### config.mk
export PLATFORM = sky130hd
export DESIGN_NAME = emcs_event_ctrl
export DESIGN_NICKNAME = d
export VERILOG_FILES = /design/src/emcs_pkg.sv /design/src/emcs_flag_bank.sv /design/src/emcs_src_sel.sv /design/src/emcs_event_ctrl.sv
export SDC_FILE = /design/constraint.sdc
export NUM_CORES = 1
export LEC_CHECK = 0
export BUFFER_PORTS_ARGS = -buffer_cell sky130_fd_sc_hd__buf_4
export CAP_MARGIN = 20
export CELL_PAD_IN_SITES_DETAIL_PLACEMENT = 1
export CELL_PAD_IN_SITES_GLOBAL_PLACEMENT = 2
export CORE_AREA = 2 2 249 251
export DETAILED_ROUTE_END_ITERATION = 7
export DIE_AREA = 0 0 251 253
export GPL_ROUTABILITY_DRIVEN = 0
export PLACE_DENSITY = 0.65
export SLEW_MARGIN = 40
export SYNTH_ARGS = -nofsm -noshare
export SYNTH_HDL_FRONTEND = slang
export SYNTH_HIERARCHICAL = 1
export SYNTH_SLANG_ARGS = --single-unit
### constraint.sdc
create_clock -name clk_sys_i -period 4.45 [get_ports clk_sys_i]
set_input_delay 0.6675 -clock clk_sys_i [delete_from_list [all_inputs] [get_ports clk_sys_i]]
set_output_delay 0.6675 -clock clk_sys_i [all_outputs]
set_load 0.01 [all_outputs]
### src/emcs_pkg.sv
// emcs_pkg: constants and carrier types for the event mask, clear and source-select block
// assumes a byte-wide host register port and one 125 MHz system clock
package emcs_pkg;

	// ------------------------------------------------------------
	// register offsets
	// ------------------------------------------------------------
	localparam logic [15:0] EMCS_OFS_COMMON_FLAGS = 16'h2100;
	localparam logic [15:0] EMCS_OFS_SOCKET_SUMMARY = 16'h2101;
	localparam logic [15:0] EMCS_OFS_SOCKETLESS_FLAGS = 16'h2102;
	localparam logic [15:0] EMCS_OFS_COMMON_EVENT_MASK = 16'h2104;
	localparam logic [15:0] EMCS_OFS_COMMON_FLAG_CLEAR = 16'h2108;
	localparam logic [15:0] EMCS_OFS_SOCKET_EVENT_MASK = 16'h2114;
	localparam logic [15:0] EMCS_OFS_SOCKETLESS_EVENT_MASK = 16'h2124;
	localparam logic [15:0] EMCS_OFS_SOCKETLESS_FLAG_CLEAR = 16'h2128;
	localparam logic [15:0] EMCS_OFS_SOCKETLESS_SOURCE_SELECT = 16'h212c;

	// ------------------------------------------------------------
	// widths and reset values
	// ------------------------------------------------------------
	localparam int EMCS_DW = 8;
	localparam int EMCS_SOCKETS = 8;
	localparam logic [7:0] EMCS_RST_BYTE = 8'h00;
	localparam logic [7:0] EMCS_ZERO_BYTE = 8'h00;

	// ------------------------------------------------------------
	// common event bit positions (6:5 and 3 reserved)
	// ------------------------------------------------------------
	localparam int EMCS_BIT_MAGIC_PACKET_WAKE = 7;
	localparam int EMCS_BIT_IPV6_PORT_UNREACHABLE = 4;
	localparam int EMCS_BIT_IPV4_ADDRESS_CONFLICT = 2;
	localparam int EMCS_BIT_IPV4_PORT_UNREACHABLE = 1;
	localparam int EMCS_BIT_PPPOE_SESSION_ENDED = 0;
	localparam logic [7:0] EMCS_COMMON_VALID = 8'h97;

	// ------------------------------------------------------------
	// socket-less event bit positions
	// ------------------------------------------------------------
	localparam int EMCS_BIT_COMMAND_TIMEOUT = 7;
	localparam int EMCS_BIT_IPV4_ADDRESS_RESOLVE = 6;
	localparam int EMCS_BIT_IPV4_ECHO_REPLY = 5;
	localparam int EMCS_BIT_IPV6_NEIGHBOR_RESOLVE = 4;
	localparam int EMCS_BIT_IPV6_ECHO_REPLY = 3;
	localparam int EMCS_BIT_DUPLICATE_ADDRESS_PROBE = 2;
	localparam int EMCS_BIT_ROUTER_SOLICIT_DONE = 1;
	localparam int EMCS_BIT_ROUTER_ADVERT_RECEIVED = 0;
	localparam logic [7:0] EMCS_SOCKETLESS_VALID = 8'hff;

	// ------------------------------------------------------------
	// source-select codes and address kinds
	// ------------------------------------------------------------
	localparam logic [7:0] EMCS_SEL_AUTO = 8'h00;
	localparam logic [7:0] EMCS_SEL_LINK_LOCAL = 8'h02;
	localparam logic [7:0] EMCS_SEL_GLOBAL = 8'h03;
	localparam logic [9:0] EMCS_LINK_LOCAL_PREFIX = 10'h3fa;
	localparam int EMCS_LINK_LOCAL_PLEN = 10;
	localparam logic [2:0] EMCS_GLOBAL_UNICAST_PREFIX = 3'h1;
	localparam int EMCS_GLOBAL_UNICAST_PLEN = 3;

	// ------------------------------------------------------------
	// carrier types
	// ------------------------------------------------------------
	typedef struct packed {
		logic wr;
		logic rd;
		logic [15:0] addr;
		logic [7:0] wdata;
	} emcs_reg_req_t;

	typedef struct packed {
		logic [127:0] dest;
		logic [127:0] link_local;
		logic [127:0] global_addr;
	} emcs_ipv6_set_t;

	typedef enum logic [1:0] {
		EMCS_KIND_LINK_LOCAL,
		EMCS_KIND_GLOBAL_UNICAST,
		EMCS_KIND_OTHER
	} emcs_kind_t;

endpackage

### src/emcs_flag_bank.sv
// emcs_flag_bank: sticky event flags with write-one-to-clear and mask gating
// assumes set pulses and clear strobes are synchronous to clk_sys_i
`timescale 1ns/1ps
`default_nettype none
module emcs_flag_bank #(
	parameter int W = 8,
	parameter logic [W-1:0] VALID = '1
) (
	// clock, reset, enable
	input wire logic clk_sys_i,
	input wire logic srst_i,
	input wire logic ce_i,
	// events and clear
	input wire logic [W-1:0] set_i,
	input wire logic clr_wr_i,
	input wire logic [W-1:0] clr_data_i,
	// mask and result
	input wire logic [W-1:0] mask_i,
	output logic [W-1:0] flags_o,
	output logic pend_o
);
	logic [W-1:0] flags_r;
	logic [W-1:0] clr_bits;

	// zero bits of a clear write leave flags alone
	assign clr_bits = clr_wr_i ? clr_data_i : '0;

	// ------------------------------------------------------------
	// flags: a set in the clearing cycle survives
	// ------------------------------------------------------------
	always_ff @(posedge clk_sys_i) begin
		if (srst_i) begin
			flags_r <= '0;
		end else if (ce_i) begin
			flags_r <= ((flags_r & ~clr_bits) | set_i) & VALID;
		end
	end

	assign flags_o = flags_r;
	assign pend_o = |(flags_r & mask_i);
endmodule // emcs_flag_bank
`default_nettype wire

### src/emcs_src_sel.sv
// emcs_src_sel: picks the source ipv6 address for socket-less commands
// assumes address inputs are stable while a command is prepared
`timescale 1ns/1ps
`default_nettype none
module emcs_src_sel
	import emcs_pkg::*;
(
	// clock, reset, enable
	input wire logic clk_sys_i,
	input wire logic srst_i,
	input wire logic ce_i,
	// selection
	input wire logic [7:0] select_i,
	input wire emcs_pkg::emcs_ipv6_set_t addrs_i,
	output logic [127:0] chosen_source_ipv6_o
);
	emcs_kind_t dest_kind;
	logic [127:0] chosen_nxt;
	logic [127:0] chosen_r;

	// ------------------------------------------------------------
	// destination kind
	// ------------------------------------------------------------
	always_comb begin
		if (addrs_i.dest[127 -: EMCS_LINK_LOCAL_PLEN] == EMCS_LINK_LOCAL_PREFIX) begin
			dest_kind = EMCS_KIND_LINK_LOCAL;
		end else if (addrs_i.dest[127 -: EMCS_GLOBAL_UNICAST_PLEN] == EMCS_GLOBAL_UNICAST_PREFIX) begin
			dest_kind = EMCS_KIND_GLOBAL_UNICAST;
		end else begin
			dest_kind = EMCS_KIND_OTHER;
		end
	end

	// ------------------------------------------------------------
	// choice; undefined codes behave as automatic
	// ------------------------------------------------------------
	always_comb begin
		case (select_i)
			EMCS_SEL_LINK_LOCAL: begin
				chosen_nxt = addrs_i.link_local;
			end
			EMCS_SEL_GLOBAL: begin
				chosen_nxt = addrs_i.global_addr;
			end
			default: begin
				// other destinations take the global address, routable scope
				if (dest_kind == EMCS_KIND_LINK_LOCAL) begin
					chosen_nxt = addrs_i.link_local;
				end else begin
					chosen_nxt = addrs_i.global_addr;
				end
			end
		endcase
	end

	always_ff @(posedge clk_sys_i) begin
		if (srst_i) begin
			chosen_r <= '0;
		end else if (ce_i) begin
			chosen_r <= chosen_nxt;
		end
	end

	assign chosen_source_ipv6_o = chosen_r;
endmodule // emcs_src_sel
`default_nettype wire

### src/emcs_event_ctrl.sv
// emcs_event_ctrl: interrupt masks, flag clearing and socket-less source select
// assumes a synchronous byte-wide host register port and pulse event sources
`timescale 1ns/1ps
`default_nettype none
module emcs_event_ctrl
	import emcs_pkg::*;
(
	// clock, reset, enable
	input wire logic clk_sys_i,
	input wire logic srst_i,
	input wire logic ce_i,
	// host register port
	input wire emcs_pkg::emcs_reg_req_t reg_req_i,
	output logic [7:0] reg_rdata_o,
	// event sources
	input wire logic [7:0] common_event_set_i,
	input wire logic [7:0] socketless_event_set_i,
	input wire logic [63:0] per_socket_flags_i,
	// interrupt
	input wire logic global_interrupt_enable_i,
	output logic interrupt_pin_low_n_o,
	// source address selection
	input wire emcs_pkg::emcs_ipv6_set_t ipv6_addrs_i,
	output logic [7:0] socketless_source_select_o,
	output logic [127:0] chosen_source_ipv6_o
);
	// ------------------------------------------------------------
	// declarations
	// ------------------------------------------------------------
	logic [7:0] common_event_mask_r;
	logic [7:0] socket_event_mask_r;
	logic [7:0] socketless_event_mask_r;
	logic [7:0] socketless_source_select_r;
	logic [7:0] reg_rdata_r;
	logic [7:0] reg_rdata_nxt;
	logic interrupt_pin_low_n_r;
	logic interrupt_pin_low_n_nxt;
	logic [7:0] common_event_flags;
	logic [7:0] socketless_event_flags;
	logic [7:0] socket_summary_flags;
	logic common_pend;
	logic socketless_pend;
	logic socket_pend;
	logic any_pend;
	logic wr_common_mask;
	logic wr_common_clear;
	logic wr_socket_mask;
	logic wr_socketless_mask;
	logic wr_socketless_clear;
	logic wr_source_select;
	logic [7:0] common_set;
	logic [7:0] socketless_set;

	// ------------------------------------------------------------
	// write decode
	// ------------------------------------------------------------
	// one strobe per offset; writes to read-only or unmapped offsets fall through
	always_comb begin
		wr_common_mask = 1'b0;
		wr_common_clear = 1'b0;
		wr_socket_mask = 1'b0;
		wr_socketless_mask = 1'b0;
		wr_socketless_clear = 1'b0;
		wr_source_select = 1'b0;
		if (reg_req_i.wr) begin
			case (reg_req_i.addr)
				EMCS_OFS_COMMON_EVENT_MASK: begin
					wr_common_mask = 1'b1;
				end
				EMCS_OFS_COMMON_FLAG_CLEAR: begin
					wr_common_clear = 1'b1;
				end
				EMCS_OFS_SOCKET_EVENT_MASK: begin
					wr_socket_mask = 1'b1;
				end
				EMCS_OFS_SOCKETLESS_EVENT_MASK: begin
					wr_socketless_mask = 1'b1;
				end
				EMCS_OFS_SOCKETLESS_FLAG_CLEAR: begin
					wr_socketless_clear = 1'b1;
				end
				EMCS_OFS_SOCKETLESS_SOURCE_SELECT: begin
					wr_source_select = 1'b1;
				end
				default: begin
					wr_common_mask = 1'b0;
				end
			endcase
		end
	end

	// ------------------------------------------------------------
	// common event mask
	// ------------------------------------------------------------
	// reserved bits are never stored, so they read back as zero
	always_ff @(posedge clk_sys_i) begin
		if (srst_i) begin
			common_event_mask_r <= EMCS_RST_BYTE;
		end else if (ce_i && wr_common_mask) begin
			common_event_mask_r <= reg_req_i.wdata & EMCS_COMMON_VALID;
		end
	end

	// ------------------------------------------------------------
	// socket event mask
	// ------------------------------------------------------------
	always_ff @(posedge clk_sys_i) begin
		if (srst_i) begin
			socket_event_mask_r <= EMCS_RST_BYTE;
		end else if (ce_i && wr_socket_mask) begin
			socket_event_mask_r <= reg_req_i.wdata;
		end
	end

	// ------------------------------------------------------------
	// socket-less event mask
	// ------------------------------------------------------------
	always_ff @(posedge clk_sys_i) begin
		if (srst_i) begin
			socketless_event_mask_r <= EMCS_RST_BYTE;
		end else if (ce_i && wr_socketless_mask) begin
			socketless_event_mask_r <= reg_req_i.wdata & EMCS_SOCKETLESS_VALID;
		end
	end

	// ------------------------------------------------------------
	// source select
	// ------------------------------------------------------------
	always_ff @(posedge clk_sys_i) begin
		if (srst_i) begin
			socketless_source_select_r <= EMCS_RST_BYTE;
		end else if (ce_i && wr_source_select) begin
			socketless_source_select_r <= reg_req_i.wdata;
		end
	end

	assign socketless_source_select_o = socketless_source_select_r;

	// ------------------------------------------------------------
	// event routing into flag positions
	// ------------------------------------------------------------
	always_comb begin
		common_set = EMCS_ZERO_BYTE;
		common_set[EMCS_BIT_MAGIC_PACKET_WAKE] = common_event_set_i[EMCS_BIT_MAGIC_PACKET_WAKE];
		common_set[EMCS_BIT_IPV6_PORT_UNREACHABLE] = common_event_set_i[EMCS_BIT_IPV6_PORT_UNREACHABLE];
		common_set[EMCS_BIT_IPV4_ADDRESS_CONFLICT] = common_event_set_i[EMCS_BIT_IPV4_ADDRESS_CONFLICT];
		common_set[EMCS_BIT_IPV4_PORT_UNREACHABLE] = common_event_set_i[EMCS_BIT_IPV4_PORT_UNREACHABLE];
		common_set[EMCS_BIT_PPPOE_SESSION_ENDED] = common_event_set_i[EMCS_BIT_PPPOE_SESSION_ENDED];
	end

	// one line a bit keeps each flag tied to its own mask position
	always_comb begin
		socketless_set = EMCS_ZERO_BYTE;
		socketless_set[EMCS_BIT_COMMAND_TIMEOUT] = socketless_event_set_i[EMCS_BIT_COMMAND_TIMEOUT];
		socketless_set[EMCS_BIT_IPV4_ADDRESS_RESOLVE] = socketless_event_set_i[EMCS_BIT_IPV4_ADDRESS_RESOLVE];
		socketless_set[EMCS_BIT_IPV4_ECHO_REPLY] = socketless_event_set_i[EMCS_BIT_IPV4_ECHO_REPLY];
		socketless_set[EMCS_BIT_IPV6_NEIGHBOR_RESOLVE] = socketless_event_set_i[EMCS_BIT_IPV6_NEIGHBOR_RESOLVE];
		socketless_set[EMCS_BIT_IPV6_ECHO_REPLY] = socketless_event_set_i[EMCS_BIT_IPV6_ECHO_REPLY];
		socketless_set[EMCS_BIT_DUPLICATE_ADDRESS_PROBE] = socketless_event_set_i[EMCS_BIT_DUPLICATE_ADDRESS_PROBE];
		socketless_set[EMCS_BIT_ROUTER_SOLICIT_DONE] = socketless_event_set_i[EMCS_BIT_ROUTER_SOLICIT_DONE];
		socketless_set[EMCS_BIT_ROUTER_ADVERT_RECEIVED] = socketless_event_set_i[EMCS_BIT_ROUTER_ADVERT_RECEIVED];
	end

	// ------------------------------------------------------------
	// common flags
	// ------------------------------------------------------------
	emcs_flag_bank #(
		.W(EMCS_DW),
		.VALID(EMCS_COMMON_VALID)
	) u_common_flags (
		.clk_sys_i(clk_sys_i),
		.srst_i(srst_i),
		.ce_i(ce_i),
		.set_i(common_set),
		.clr_wr_i(wr_common_clear),
		.clr_data_i(reg_req_i.wdata),
		.mask_i(common_event_mask_r),
		.flags_o(common_event_flags),
		.pend_o(common_pend)
	);

	// ------------------------------------------------------------
	// socket-less flags
	// ------------------------------------------------------------
	emcs_flag_bank #(
		.W(EMCS_DW),
		.VALID(EMCS_SOCKETLESS_VALID)
	) u_socketless_flags (
		.clk_sys_i(clk_sys_i),
		.srst_i(srst_i),
		.ce_i(ce_i),
		.set_i(socketless_set),
		.clr_wr_i(wr_socketless_clear),
		.clr_data_i(reg_req_i.wdata),
		.mask_i(socketless_event_mask_r),
		.flags_o(socketless_event_flags),
		.pend_o(socketless_pend)
	);

	// ------------------------------------------------------------
	// socket summary
	// ------------------------------------------------------------
	// live view: clears by itself once software clears the socket's flags
	always_comb begin
		socket_summary_flags = EMCS_ZERO_BYTE;
		for (int n = 0; n < EMCS_SOCKETS; n++) begin
			socket_summary_flags[n] = |per_socket_flags_i[n*EMCS_DW +: EMCS_DW];
		end
	end

	assign socket_pend = |(socket_summary_flags & socket_event_mask_r);

	// ------------------------------------------------------------
	// interrupt pin
	// ------------------------------------------------------------
	assign any_pend = common_pend | socketless_pend | socket_pend;
	assign interrupt_pin_low_n_nxt = ~(global_interrupt_enable_i & any_pend);

	always_ff @(posedge clk_sys_i) begin
		if (srst_i) begin
			interrupt_pin_low_n_r <= 1'b1;
		end else if (ce_i) begin
			interrupt_pin_low_n_r <= interrupt_pin_low_n_nxt;
		end
	end

	assign interrupt_pin_low_n_o = interrupt_pin_low_n_r;

	// ------------------------------------------------------------
	// read path
	// ------------------------------------------------------------
	// clear registers and unmapped addresses answer zero
	always_comb begin
		case (reg_req_i.addr)
			EMCS_OFS_COMMON_FLAGS: begin
				reg_rdata_nxt = common_event_flags;
			end
			EMCS_OFS_SOCKET_SUMMARY: begin
				reg_rdata_nxt = socket_summary_flags;
			end
			EMCS_OFS_SOCKETLESS_FLAGS: begin
				reg_rdata_nxt = socketless_event_flags;
			end
			EMCS_OFS_COMMON_EVENT_MASK: begin
				reg_rdata_nxt = common_event_mask_r;
			end
			EMCS_OFS_SOCKET_EVENT_MASK: begin
				reg_rdata_nxt = socket_event_mask_r;
			end
			EMCS_OFS_SOCKETLESS_EVENT_MASK: begin
				reg_rdata_nxt = socketless_event_mask_r;
			end
			EMCS_OFS_SOCKETLESS_SOURCE_SELECT: begin
				reg_rdata_nxt = socketless_source_select_r;
			end
			default: begin
				reg_rdata_nxt = EMCS_ZERO_BYTE;
			end
		endcase
	end

	always_ff @(posedge clk_sys_i) begin
		if (srst_i) begin
			reg_rdata_r <= EMCS_RST_BYTE;
		end else if (ce_i && reg_req_i.rd) begin
			reg_rdata_r <= reg_rdata_nxt;
		end
	end

	assign reg_rdata_o = reg_rdata_r;

	// ------------------------------------------------------------
	// source address selector
	// ------------------------------------------------------------
	emcs_src_sel u_src_sel (
		.clk_sys_i(clk_sys_i),
		.srst_i(srst_i),
		.ce_i(ce_i),
		.select_i(socketless_source_select_r),
		.addrs_i(ipv6_addrs_i),
		.chosen_source_ipv6_o(chosen_source_ipv6_o)
	);
endmodule // emcs_event_ctrl
`default_nettype wire

==> results by group <==
Clock tree
  – Root buffer selected by CTS: clkbuf_16
  – CTS-repair resized insts: 0
  – Hold_buf cts: 0
  – Post-CTS Setup Inserts: 0
  – Bufs on Longest Clock Path: 2
  – Num Clock Sinks: 179
  – Clock-pin slew on the worst setup and hold paths: 0.09 ns
  – Skew-Pair Late Insertion Delay: 0.50 ns
  – H-tree Lvls: 4
  – TritonCTS clock tree: built
  – TritonCTS Buffers: 17

Global route
  – Largest net degree at the start of global routing: 122
  – Initial antenna violation count: 2
  – Total Routing Usage GR: 0.130
  – Gr ovfl total: 0
  – First-pass GRT wire length: 62200 µm
  – Vias in the first global route: roughly 9900

STA
  – Final period util: 0.610
  – TNS Setup: 0 ns
  – # setup viols final: 0
  – Worst-Margin Slew: slightly above 0.9 ns
  – Hold violation count in the final report: 0
  – RSZ-0062 raised after global routing: false
  – Post-route minimum period: 2.71 ns
  – Fmax: between 0.3 and 0.4 GHz
  – Clock skew: between 0.015 and 0.02 ns
  – Slew HR: 0.395
  – Final Max Tran Viols: 0

Power and ir drop
  – Total Power: 4.14 mW
  – Worst vdd ir: approximately 0.28 mV
  – LEAKAGE: 5.85 nW
  – PD cells: 306 nW/µm²

Drt
  – Final WL: 42600 µm
  – Drt first-iter violations: 492
  – TritonRoute pass-1 iters: 5
  – DRC Markers: 0
  – DR vias: 9184
  – Via density: ~4.2
  – Routed Antenna Nets: 0
  – Drt wl/cell: 19.3 µm

Floorplan
  – IO Count: around 640
  – Die area: roughly 64000 µm²
  – Die height: about 250 µm
  – Core Area: 61000 µm²
  – Initial Util: 0.135
  – Die X: 251 µm
  – Standard-cell rows: 91

Critical path
  – Startpoint Class: flip-flop
  – Crit Path Max Fanout: approximately 120
  – Critical path type: reg -> reg
  – WP data arrival: 3.14 ns
  – CP endpoint kind: flip-flop
  – CP required: 4.88 ns

Finish
  – Antenna diode count: 0
  – # nets final: ~1900
  – Layout Area Growth over Synthesis: 64.3%
  – Share of cells above drive strength 1: 0.515

Placed design
  – Post-detail-place hpwl: 32100 µm
  – I/O Buffers: 517

Synth
  – YS warnings: 6
  – Post-Syn Area: slightly above 8000 µm²
  – Syn Inst Count: 921
  – Synthesized area per cell: 8.94 µm²

Run status
  – Status: finished clean

Min path
  – Hold Path Class: in -> reg

Run
  – Maximum capacitance violations: 0
## stage by stage
stage	instance area, µm²	setup slack, ns	hold slack [ns]	instances	utilization
finish	13500	1.74	0.426	2201	0.222
global placement	12800	1.26	0.453	2166	0.211
detailed placement	12900	1.22	0.460	2168	0.211
CTS	13500	1.78	0.362	2200	0.221
floorplan	8240	2.00	0.443	923	-
global route	13500	1.60	0.383	2201	0.222
## worst paths after layout
path	startpoint	to	slack, ns	cells after the start
min reg2reg	reg_rdata_o[5]	reg_rdata_o[5]	0.46	2
max	socketless_source_select_o[5]	u_src_sel/chosen_source_ipv6_o[41]	1.74	5
max reg2reg	socketless_source_select_o[5]	u_src_sel/chosen_source_ipv6_o[41]	1.74	5
min	ipv6_addrs_i[4]	u_src_sel/chosen_source_ipv6_o[4]	0.43	2
## power breakdown
| part | total, mW | switching [mW] | internal [mW] |
|---|---|---|---|
| Clock | 1.61 | 0.841 | 0.769 |
| Combinational | 0.775 | 0.327 | 0.448 |
| Sequential | 1.75 | 0.0609 | 1.69 |
| Total | 4.14 | 1.23 | 2.91 |
## state kept, by name, indices dropped and copies added (netlist names)
signal and flops:
u_src_sel/chosen_source_ipv6_o 128, reg_rdata_o 8, interrupt_pin_low_n_o 1, socket_event_mask_r 8, u_common_flags/flags_o 5, u_socketless_flags/flags_o 8
common_event_mask_r 5, socketless_source_select_o 8, socketless_event_mask_r 8
## cell type report
type	count	area, µm²
Clock buffer	18	439
Clock inverter	14	156
Fill cell	7245	47500
Inverter	2	7.51
Multi-Input combinational cell	666	4260
Sequential cell	179	3580
Tap cell	790	988
Timing Repair Buffer	532	4090
## critical path: stages (launching register included)
cell,delay [ns]
dfxtp_1,0.36
or4_4,0.59
or3_4,0.42
o211ai_4,0.22
buf_12,0.36
o221a_2,0.34
## cell usage in the layout, fill, tap and decap left out, types with 4 or more instances in the layout
master	n
nand3_1	11
buf_4	524
a222oi_1	5
nand2_1	76
a21oi_1	34
mux2i_1	26
a221oi_1	8
inv_8	5
a21bo_2	13
nor2b_1	4
nand4_1	7
dfxtp_1	179
nor2_1	271
clkbuf_16	17
buf_12	4
nor4_1	19
a22oi_1	13
o221a_2	126
## layer usage
metal,track usage,wire (µm)
met1,0.150,17500
met2,0.224,21300
met3,0.0479,3300
met4,0.0359,487
met5,0,30
No activity file was read; power rests on OpenSTA's default activity.
